[config.mk]
export PLATFORM = sky130hd
export DESIGN_NAME = t2ar_timer
export DESIGN_NICKNAME = d
export VERILOG_FILES = /design/src/logic/t2ar_pkg.sv /design/src/logic/t2ar_timer.sv
export SDC_FILE = /design/constraint.sdc
export NUM_CORES = 1
export LEC_CHECK = 0
export BUFFER_PORTS_ARGS = -buffer_cell sky130_fd_sc_hd__buf_4
export CAP_MARGIN = 20
export CORE_MARGIN = 2
export CORE_UTILIZATION = 45
export CTS_CLUSTER_DIAMETER = 40
export DETAILED_ROUTE_END_ITERATION = 8
export GPL_ROUTABILITY_DRIVEN = 0
export PLACE_DENSITY = 0.7
export SETUP_SLACK_MARGIN = 0.3
export SYNTH_ARGS = -nofsm -noshare
export SYNTH_HDL_FRONTEND = slang
export SYNTH_SLANG_ARGS = --single-unit
[constraint.sdc]
create_clock -name ref_clk -period 2.4 [get_ports ref_clk]
set_clock_uncertainty 0.2 [all_clocks]
set_input_delay 0.24 -clock ref_clk [delete_from_list [all_inputs] [get_ports ref_clk]]
set_output_delay 0.24 -clock ref_clk [all_outputs]
set_load 0.005 [all_outputs]
[src/logic/t2ar_pkg.sv]
// Constants, register map and state type of the auto-reload timer block.
// Operation
// RQ1: Count is a low and high byte; control bit 3 picks 16-bit or split mode.
// RQ2: Counting clock is system clock, system clock over 12, or external over 8.
// RQ3: Divided external oscillator tick is synchronised before it advances a byte.
// RQ4: 16-bit wrap from all ones loads the reload value and sets high flag.
// RQ5: 16-bit mode with timer interrupt enabled interrupts on every full overflow.
// RQ6: 16-bit mode with low enable also interrupts on each low byte wrap.
// RQ7: Split mode runs two 8-bit counters, each reloading from its reload byte.
// RQ8: Split mode gates only the high byte with run; low byte always counts.
// RQ9: Per byte select bit 1 picks system clock, else external select decides.
// RQ10: High flag sets on high byte wrap, low flag on low byte wrap.
// RQ11: Split mode interrupts on high wraps, and on either with low enable.
// RQ12: Hardware never clears the overflow flags; software writes zero to clear.
// RQ13: Low flag sets on every low byte wrap in either mode.
// RQ14: With low enable, the handler reads both flags to find the source.
// RQ15: Control resets to zero; bit 1 reads zero and is read-only.
// RQ16: Run bit high lets the timer (split: high byte) count; low holds it.
// RQ17: Each enabled byte steps by one per tick; reload replaces wrap same tick.
package t2ar_pkg;

  // ==========================================================================
  // Register indices; the byte address of each is four times its index.
  localparam logic [7:0] IDX_CONTROL = 8'hc8;
  localparam logic [7:0] IDX_RELOAD_LOW = 8'hca;
  localparam logic [7:0] IDX_RELOAD_HIGH = 8'hcb;
  localparam logic [7:0] IDX_COUNT_LOW = 8'hcc;
  localparam logic [7:0] IDX_COUNT_HIGH = 8'hcd;
  localparam logic [7:0] IDX_CLOCK_CONTROL = 8'hce;
  localparam logic [7:0] IDX_IRQ_STATUS = 8'hd0;
  localparam logic [7:0] IDX_IRQ_MASK = 8'hd1;

  // ==========================================================================
  // Control register fields.
  localparam int CTL_HIGH_FLAG = 7;
  localparam int CTL_LOW_FLAG = 6;
  localparam int CTL_LOW_IRQ_EN = 5;
  localparam int CTL_SPLIT = 3;
  localparam int CTL_RUN = 2;
  localparam int CTL_READ_ONLY = 1;
  localparam int CTL_EXT_SEL = 0;

  // Clock control fields, interrupt status and mask fields.
  localparam int CKC_LOW_SEL = 0;
  localparam int CKC_HIGH_SEL = 1;
  localparam int IRQ_HIGH = 0;
  localparam int IRQ_LOW = 1;

  // ==========================================================================
  // Reset values.
  localparam logic [7:0] RST_CONTROL = 8'h00;
  localparam logic [7:0] RST_BYTE = 8'h00;
  localparam logic [1:0] RST_PAIR = 2'h0;

  // ==========================================================================
  // Clock divider end values and the byte wrap value.
  localparam logic [3:0] DIV_SYS_LAST = 4'hb;
  localparam logic [2:0] DIV_EXT_LAST = 3'h7;
  localparam logic [7:0] BYTE_ALL_ONES = 8'hff;

  typedef struct packed {
    logic [7:0] control;
    logic [1:0] clockSel;
    logic [7:0] reloadLow;
    logic [7:0] reloadHigh;
    logic [7:0] countLow;
    logic [7:0] countHigh;
    logic [1:0] irqStatus;
    logic [1:0] irqMask;
    logic [3:0] sysDiv;
    logic [2:0] extDiv;
    logic [1:0] extSync;
    logic extPrev;
    logic ack;
    logic [31:0] readData;
    logic irq;
  } t2ar_state_t;

endpackage : t2ar_pkg

[src/logic/t2ar_timer.sv]
// Timer with auto-reload, 16-bit or split 8-bit, behind a Wishbone slave.
module t2ar_timer
  import t2ar_pkg::*;
#(
  parameter int ADR_W = 10
) (
  input wire logic ref_clk,
  input wire logic arst_n,
  input wire logic cyc_i,
  input wire logic stb_i,
  input wire logic we_i,
  input wire logic [ADR_W-1:0] adr_i,
  input wire logic [3:0] sel_i,
  input wire logic [31:0] dat_i,
  output logic [31:0] dat_o,
  output logic ack_o,
  input wire logic extOscClk,
  output logic irq
);

  // ==========================================================================
  // Read multiplexer.
  function automatic logic [7:0] readByte(
    input t2ar_state_t s,
    input logic [7:0] idx
  );
    logic [7:0] v;
    v = 8'h00;
    case (idx)
      IDX_CONTROL: begin
        v = s.control;
        v[CTL_READ_ONLY] = 1'b0; // see RQ15
      end
      IDX_RELOAD_LOW: v = s.reloadLow;
      IDX_RELOAD_HIGH: v = s.reloadHigh;
      IDX_COUNT_LOW: v = s.countLow;
      IDX_COUNT_HIGH: v = s.countHigh;
      IDX_CLOCK_CONTROL: v = {6'h00, s.clockSel};
      IDX_IRQ_STATUS: v = {6'h00, s.irqStatus};
      IDX_IRQ_MASK: v = {6'h00, s.irqMask};
      default: v = 8'h00;
    endcase
    return v;
  endfunction

  t2ar_state_t state_reg;
  t2ar_state_t state_next;

  logic request;
  logic writeReq;
  logic readReq;
  logic [7:0] wordIdx;
  logic extEdge;
  logic extTick;
  logic sysTick;
  logic altTick;
  logic lowTick;
  logic highTick;
  logic lowWrap;
  logic highWrap;
  logic splitMode;
  logic runOn;
  logic [15:0] count16;
  logic [7:0] wrByte;

  always_comb begin
    state_next = state_reg;
    request = cyc_i && stb_i && !state_reg.ack;
    writeReq = request && we_i && sel_i[0];
    readReq = request && !we_i;
    wordIdx = adr_i[9:2];
    wrByte = dat_i[7:0];
    state_next.ack = request;

    // ========================================================================
    // Clock sources.
    // The pin is slower than ref_clk by design; two flops, then an edge.
    state_next.extSync = {state_reg.extSync[0], extOscClk}; // see RQ3
    state_next.extPrev = state_reg.extSync[1];
    extEdge = state_reg.extSync[1] && !state_reg.extPrev; // see RQ3
    extTick = 1'b0;
    if (extEdge) begin
      if (state_reg.extDiv == DIV_EXT_LAST) begin
        state_next.extDiv = 3'h0;
        extTick = 1'b1; // see RQ2
      end else begin
        state_next.extDiv = state_reg.extDiv + 3'h1;
      end
    end
    sysTick = 1'b0;
    if (state_reg.sysDiv == DIV_SYS_LAST) begin
      state_next.sysDiv = 4'h0;
      sysTick = 1'b1; // see RQ2
    end else begin
      state_next.sysDiv = state_reg.sysDiv + 4'h1;
    end
    altTick = state_reg.control[CTL_EXT_SEL] ? extTick : sysTick; // see RQ9
    lowTick = state_reg.clockSel[CKC_LOW_SEL] ? 1'b1 : altTick; // see RQ9
    highTick = state_reg.clockSel[CKC_HIGH_SEL] ? 1'b1 : altTick; // see RQ9

    // ========================================================================
    // Counting.
    splitMode = state_reg.control[CTL_SPLIT]; // see RQ1
    runOn = state_reg.control[CTL_RUN];
    count16 = {state_reg.countHigh, state_reg.countLow};
    lowWrap = 1'b0;
    highWrap = 1'b0;
    if (!splitMode) begin
      // The low byte's select bit clocks the whole 16-bit counter.
      if (runOn && lowTick) begin // see RQ16
        lowWrap = state_reg.countLow == BYTE_ALL_ONES; // see RQ13
        if (count16 == 16'hffff) begin
          highWrap = 1'b1; // see RQ4
          state_next.countHigh = state_reg.reloadHigh; // see RQ4
          state_next.countLow = state_reg.reloadLow; // see RQ17
        end else begin
          {state_next.countHigh, state_next.countLow} = count16 + 16'h1;
        end
      end
    end else begin
      if (lowTick) begin // see RQ8
        lowWrap = state_reg.countLow == BYTE_ALL_ONES; // see RQ10
        state_next.countLow = lowWrap ? state_reg.reloadLow
                                      : state_reg.countLow + 8'h01; // see RQ7
      end
      if (runOn && highTick) begin // see RQ16
        highWrap = state_reg.countHigh == BYTE_ALL_ONES; // see RQ10
        state_next.countHigh = highWrap ? state_reg.reloadHigh
                                        : state_reg.countHigh + 8'h01; // see RQ7
      end
    end

    // ========================================================================
    // Register writes; a software write to a count byte wins over a tick.
    if (writeReq) begin
      case (wordIdx)
        IDX_CONTROL: begin
          state_next.control = wrByte;
          state_next.control[CTL_READ_ONLY] = 1'b0; // see RQ15
        end
        IDX_RELOAD_LOW: state_next.reloadLow = wrByte;
        IDX_RELOAD_HIGH: state_next.reloadHigh = wrByte;
        IDX_COUNT_LOW: state_next.countLow = wrByte;
        IDX_COUNT_HIGH: state_next.countHigh = wrByte;
        IDX_CLOCK_CONTROL: state_next.clockSel = wrByte[1:0];
        IDX_IRQ_MASK: state_next.irqMask = wrByte[1:0];
        default: state_next.ack = request;
      endcase
    end
    // Hardware only ever sets the flags here; a control write also loads them, so clearing is a software write of zero.
    // A wrap in the same cycle as that write keeps the flag set.
    if (highWrap) begin
      state_next.control[CTL_HIGH_FLAG] = 1'b1; // see RQ12
    end
    if (lowWrap) begin
      state_next.control[CTL_LOW_FLAG] = 1'b1; // see RQ13
    end

    // ========================================================================
    // Interrupt status: cleared by its read, but a new event wins.
    if (readReq && wordIdx == IDX_IRQ_STATUS) begin
      state_next.irqStatus = RST_PAIR;
    end
    if (highWrap) begin
      state_next.irqStatus[IRQ_HIGH] = 1'b1; // see RQ5
    end
    if (lowWrap) begin
      state_next.irqStatus[IRQ_LOW] = 1'b1; // see RQ6
    end
    // Mask bit 0 is the timer interrupt enable; the low source also
    // needs the low-byte enable in control and its own mask bit.
    state_next.irq = state_next.irqMask[IRQ_HIGH]
      && (state_next.irqStatus[IRQ_HIGH]
          || (state_next.irqStatus[IRQ_LOW]
              && state_next.irqMask[IRQ_LOW]
              && state_next.control[CTL_LOW_IRQ_EN])); // see RQ11

    // ========================================================================
    // Read data; unmapped words read as zero and still acknowledge.
    state_next.readData = 32'h0000_0000;
    if (readReq) begin
      state_next.readData = {24'h00_0000, readByte(state_reg, wordIdx)};
    end
  end

  always_ff @(posedge ref_clk or negedge arst_n) begin
    if (!arst_n) begin
      state_reg.control <= RST_CONTROL; // see RQ15
      state_reg.clockSel <= RST_PAIR;
      state_reg.reloadLow <= RST_BYTE;
      state_reg.reloadHigh <= RST_BYTE;
      state_reg.countLow <= RST_BYTE;
      state_reg.countHigh <= RST_BYTE;
      state_reg.irqStatus <= RST_PAIR;
      state_reg.irqMask <= RST_PAIR;
      state_reg.sysDiv <= 4'h0;
      state_reg.extDiv <= 3'h0;
      state_reg.extSync <= 2'h0;
      state_reg.extPrev <= 1'b0;
      state_reg.ack <= 1'b0;
      state_reg.readData <= 32'h0000_0000;
      state_reg.irq <= 1'b0;
    end else begin
      state_reg <= state_next;
    end
  end

  assign dat_o = state_reg.readData;
  assign ack_o = state_reg.ack;
  assign irq = state_reg.irq;

endmodule // t2ar_timer

==> flow_results.xml <==
<?xml version="1.0" encoding="UTF-8"?>
<metrics>
  <group name="die">
    <metric name="initial_core_util" unit="">0.455</metric>
    <metric name="num_io_pins" unit="">86</metric>
    <metric name="dieWidth" unit="um">100</metric>
    <metric name="die_height" unit="um">100</metric>
    <metric name="coreArea" unit="mm^2">0.00911</metric>
    <metric name="std_cell_rows" unit="">35</metric>
    <metric name="design.die.area" unit="mm^2">0.0100</metric>
  </group>
  <group name="final_layout">
    <metric name="finalCoreUtilization" unit="">0.583</metric>
    <metric name="insertedDiodeCount" unit="">0</metric>
    <metric name="num-fill-cells" unit="">732</metric>
    <metric name="area.growth.synth_to_final" unit="%">28.0</metric>
    <metric name="final_layout_size_suffix_gt1_frac" unit="">0.349</metric>
    <metric name="largest_register_ffs" unit="">35</metric>
    <metric name="num-nets-final" unit="">590</metric>
  </group>
  <group name="global_route">
    <metric name="globalRoute.totalOverflow" unit="">0</metric>
    <metric name="grt_start_max_net_pins" unit="">66</metric>
    <metric name="grt_pass1_wl" unit="mm">19.7</metric>
    <metric name="number_of_global_route_vias_before_repair" unit="">3818</metric>
    <metric name="globalRouteTotalUtil" unit="">0.252</metric>
    <metric name="initial_antenna_violation_count" unit="">0</metric>
  </group>
  <group name="routing">
    <metric name="route.antenna.remaining_nets" unit="">0</metric>
    <metric name="drt_pre_antenna_iters" unit="">7</metric>
    <metric name="vias" unit="">4021</metric>
    <metric name="detail_route.drc_violations" unit="">0</metric>
    <metric name="routedWlPerCell" unit="um">18.9</metric>
    <metric name="drt-vias-per-instance" unit="">6.20</metric>
    <metric name="drt-total-wl" unit="mm">12.3</metric>
    <metric name="dr.first_iter.drc_count" unit="">420</metric>
  </group>
  <group name="timing">
    <metric name="tns" unit="ns">0</metric>
    <metric name="period_needed" unit="ns">2.32</metric>
    <metric name="finalMaxSlewViolations" unit="">0</metric>
    <metric name="finalHoldViolations" unit="">0</metric>
    <metric name="worst_pin_slew" unit="ns">0.818</metric>
    <metric name="unrepaired_setup_endpoints_after_global_routing" unit="">yes</metric>
    <metric name="report.final.setup_viol" unit="">0</metric>
    <metric name="whs" unit="ns">0.101</metric>
    <metric name="final_min_period_over_clock_period" unit="">0.966</metric>
    <metric name="slew_headroom" unit="">0.455</metric>
    <metric name="clock.fmax" unit="GHz">0.431</metric>
  </group>
  <group name="power_and_ir_drop">
    <metric name="power.leakage" unit="nW">2.33</metric>
    <metric name="clock_power_share" unit="">0.329</metric>
    <metric name="power_report.internal_total" unit="W">0.00183</metric>
    <metric name="seq_power_share" unit="">0.444</metric>
    <metric name="peakVddDrop" unit="mV">0.322</metric>
    <metric name="switching_power" unit="W">0.000876</metric>
    <metric name="switching_share" unit="">0.324</metric>
    <metric name="pwr-share-comb" unit="">0.227</metric>
    <metric name="pwr_density_cell" unit="mW/mm^2">509</metric>
  </group>
  <group name="clock_network">
    <metric name="htree_levels" unit="">3</metric>
    <metric name="cts_num_sinks" unit="">65</metric>
    <metric name="clockRootBuffer" unit="">sky130_fd_sc_hd__clkbuf_8</metric>
    <metric name="cts-root-to-sink-buffers" unit="">2</metric>
    <metric name="cts_inserted_buffers" unit="">9</metric>
    <metric name="cts.clk_slew.worst_paths" unit="ns">0.08</metric>
    <metric name="clk_latency" unit="ns">0.37</metric>
    <metric name="clock_tree_from_tritoncts" unit="">built</metric>
  </group>
  <group name="synthesis">
    <metric name="async_flop_share" unit="">1.00</metric>
    <metric name="ys.flop_type" unit="">sky130_fd_sc_hd__dfrtp_1</metric>
    <metric name="synth.top_cells.by_area" unit="">sky130_fd_sc_hd__dfrtp_1 (39%), sky130_fd_sc_hd__mux2_2 (7.1%), sky130_fd_sc_hd__buf_4 (6.2%), sky130_fd_sc_hd__a21oi_1 (4.6%), sky130_fd_sc_hd__mux2i_1 (3.9%)</metric>
    <metric name="synthDistinctLibCells" unit="">68</metric>
    <metric name="syn_area_per_cell" unit="um^2">9.28</metric>
    <metric name="mappedNetlistArea" unit="mm^2">0.00415</metric>
    <metric name="synth_seq_cells" unit="">65</metric>
    <metric name="proportion_of_netlist_area_held_by_the_largest_area_contributor" unit="">0.392</metric>
    <metric name="netlist_instances" unit="">447</metric>
    <metric name="synth_seq_area_share" unit="">0.392</metric>
    <metric name="yosys_warnings" unit="">0</metric>
    <metric name="synth-edff-count" unit="">0</metric>
    <metric name="largest_area_contributor_in_the_synthesized_netlist" unit="">sky130_fd_sc_hd__dfrtp_1</metric>
  </group>
  <group name="worst_setup_path">
    <metric name="critPathArrivalTime" unit="ns">2.39</metric>
    <metric name="critical_path.cell_chain" unit="">ha_2, ha_4, and4b_4, buf_6, o311ai_4, buf_6, a2bb2oi_2, o21ai_1, a32oi_1, a21oi_1</metric>
    <metric name="r2r.worst_path.cells" unit="">10</metric>
    <metric name="crit_path_start_kind" unit="">flip-flop</metric>
    <metric name="critical-path-top-cell-by-count" unit="">sky130_fd_sc_hd__buf_6</metric>
    <metric name="setup.worst_path.class" unit="">flip-flop to flip-flop</metric>
    <metric name="worstSetupEndpointType" unit="">flip-flop</metric>
    <metric name="worstPathRequired" unit="ns">2.47</metric>
    <metric name="critical-path-slowest-cell" unit="">sky130_fd_sc_hd__dfrtp_1</metric>
    <metric name="critPathMaxFanout" unit="">5</metric>
    <metric name="critPathMaxStageDelay" unit="ns">0.39</metric>
  </group>
  <group name="placed_design">
    <metric name="detailedPlacementHpwl" unit="mm">8.40</metric>
    <metric name="io_buffers" unit="">32</metric>
  </group>
  <group name="flow_run">
    <metric name="maxCapViolations" unit="">0</metric>
  </group>
  <group name="run_status">
    <metric name="status" unit="">completed</metric>
  </group>
  <group name="hold_path">
    <metric name="hold_class" unit="">input port to flip-flop</metric>
    <metric name="min_delay_path_depth" unit="">5</metric>
  </group>
</metrics>
area by class of cell:
| class | instances | area, um^2 | area share |
|---|---|---|---|
| Multi-Input combinational cell | 343 | 2470 | 0.465 |
| Sequential cell | 65 | 1630 | 0.306 |
| Timing Repair Buffer | 106 | 857 | 0.161 |
| Tap cell | 111 | 139 | 0.0262 |
| Clock buffer | 10 | 138 | 0.0259 |
| Clock inverter | 6 | 50.0 | 0.00943 |
| Inverter | 8 | 30.0 | 0.00566 |
worst paths after layout:
kind	start	end	slack (ns)
max in group asynchronous	arst_n	state_reg[88]	1.14
hold reg to reg	state_next[36]	state_next[34]	0.16
min in group asynchronous	arst_n	state_reg[71]	0.30
setup / recovery	state_reg[37]	count16[13]	0.08
setup reg to reg	state_reg[37]	count16[13]	0.08
hold / removal	we_i	state_reg[46]	0.10
synthesized netlist by cell type, types with 3 or more instances:
master and n:
sky130_fd_sc_hd__clkbuf_1 9, sky130_fd_sc_hd__nor3_1 9, sky130_fd_sc_hd__and3_1 5, sky130_fd_sc_hd__nand3_1 16, sky130_fd_sc_hd__o31ai_1 3, sky130_fd_sc_hd__and4_1 3, sky130_fd_sc_hd__nand4_1 6, sky130_fd_sc_hd__a22oi_1 7
sky130_fd_sc_hd__a2bb2oi_1 3, sky130_fd_sc_hd__buf_4 34, sky130_fd_sc_hd__mux2_2 26, sky130_fd_sc_hd__and3b_1 3, sky130_fd_sc_hd__buf_2 9, sky130_fd_sc_hd__nor4_1 4, sky130_fd_sc_hd__or3_1 4, sky130_fd_sc_hd__a31oi_1 4
sky130_fd_sc_hd__nor2_1 30, sky130_fd_sc_hd__ha_1 5, sky130_fd_sc_hd__o21a_1 3, sky130_fd_sc_hd__o21ai_1 3, sky130_fd_sc_hd__dfrtp_1 65, sky130_fd_sc_hd__o21ai_0 26, sky130_fd_sc_hd__a21oi_1 38, sky130_fd_sc_hd__inv_1 8
sky130_fd_sc_hd__nand2_1 42, sky130_fd_sc_hd__o211ai_1 7, sky130_fd_sc_hd__a211oi_1 3, sky130_fd_sc_hd__mux2i_1 16
power by group through the flow:
stage          clock network (W)  registers (W)  logic (W)
2_1_floorplan                  0        0.00121   0.000328
3_3_place_gp                   0        0.00121   0.000501
3_5_place_dp                   0        0.00122   0.000515
4_1_cts                 0.000903        0.00120   0.000558
5_1_grt                 0.000957        0.00121   0.000675
6_report                0.000889        0.00120   0.000614
logic make-up after synthesis:
family,after synthesis,share of synthesized area
xor gates and xnor gates,2,0.00422
and+or+nand+nor,142,0.179
adders and majority gates,5,0.0151
muxes,44,0.118
other,1,0.000904
DFF,65,0.392
buffers and inverters,62,0.0917
AOI/OAI and AO/OA,126,0.199
placed cells by master, fill, tap and decap left out, drive strengths merged, types with 3 or more instances in the layout:
| master | n |
|---|---|
| a31oi | 4 |
| a21oi | 38 |
| nor4 | 5 |
| clkbuf | 10 |
| buf | 95 |
| or3 | 4 |
| o311ai | 3 |
| dlygate4sd3 | 11 |
| o31ai | 4 |
| inv | 10 |
| mux2i | 16 |
| a2bb2oi | 3 |
| a22oi | 7 |
| o211ai | 7 |
| ha | 5 |
| o21a | 3 |
| and4 | 3 |
| mux2 | 27 |
| nor3 | 12 |
| and3 | 5 |
| o221ai | 3 |
| nor2 | 30 |
| and3b | 3 |
| nand4 | 6 |
| nand2 | 44 |
| dfrtp | 65 |
| o21ai | 29 |
| nand3 | 17 |
| a211oi | 3 |
| conb | 24 |
per-stage QoR:
stage                     setup slack [ns]  total power (W)  instances  cell area (um^2)
after global routing              -0.00222          0.00284        649              5310
after CTS                           0.0856          0.00266        644              5140
after floorplan                     0.0898          0.00154        470              4270
after global placement            -0.00373          0.00172        603              4620
after detailed placement           -0.0252          0.00173        603              4620
final                               0.0811          0.00270        649              5310
metal layers:
layer  track usage  wire (um)  up-vias
met1         0.319       4870     1926
met5             0          0        -
li1              -          -     1771
met2         0.412       5810      255
met4         0.135        551        0
met3        0.0432       1030       69
worst max-delay path, delay by kind of cell (launching register included):
family	cells	cell delay [ns]
flip-flops	1	0.39
adder cells (fa/ha/maj)	2	0.35
AO/OA/AOI/OAI	5	0.78
buffers and inverters	2	0.29
AND/OR/NAND/NOR	1	0.21
what timing repair did:
item / 4_1_cts / 5_1_grt
hold buffers: 11 / 0
endpoints found under the setup margin: 22 / 22
pin swaps: 25 / 10
gates resized for setup: 37 / 29
buffers inserted: 14 / 5
hold endpoints to repair: 103 / 0
No activity file was read; power rests on OpenSTA's default activity.
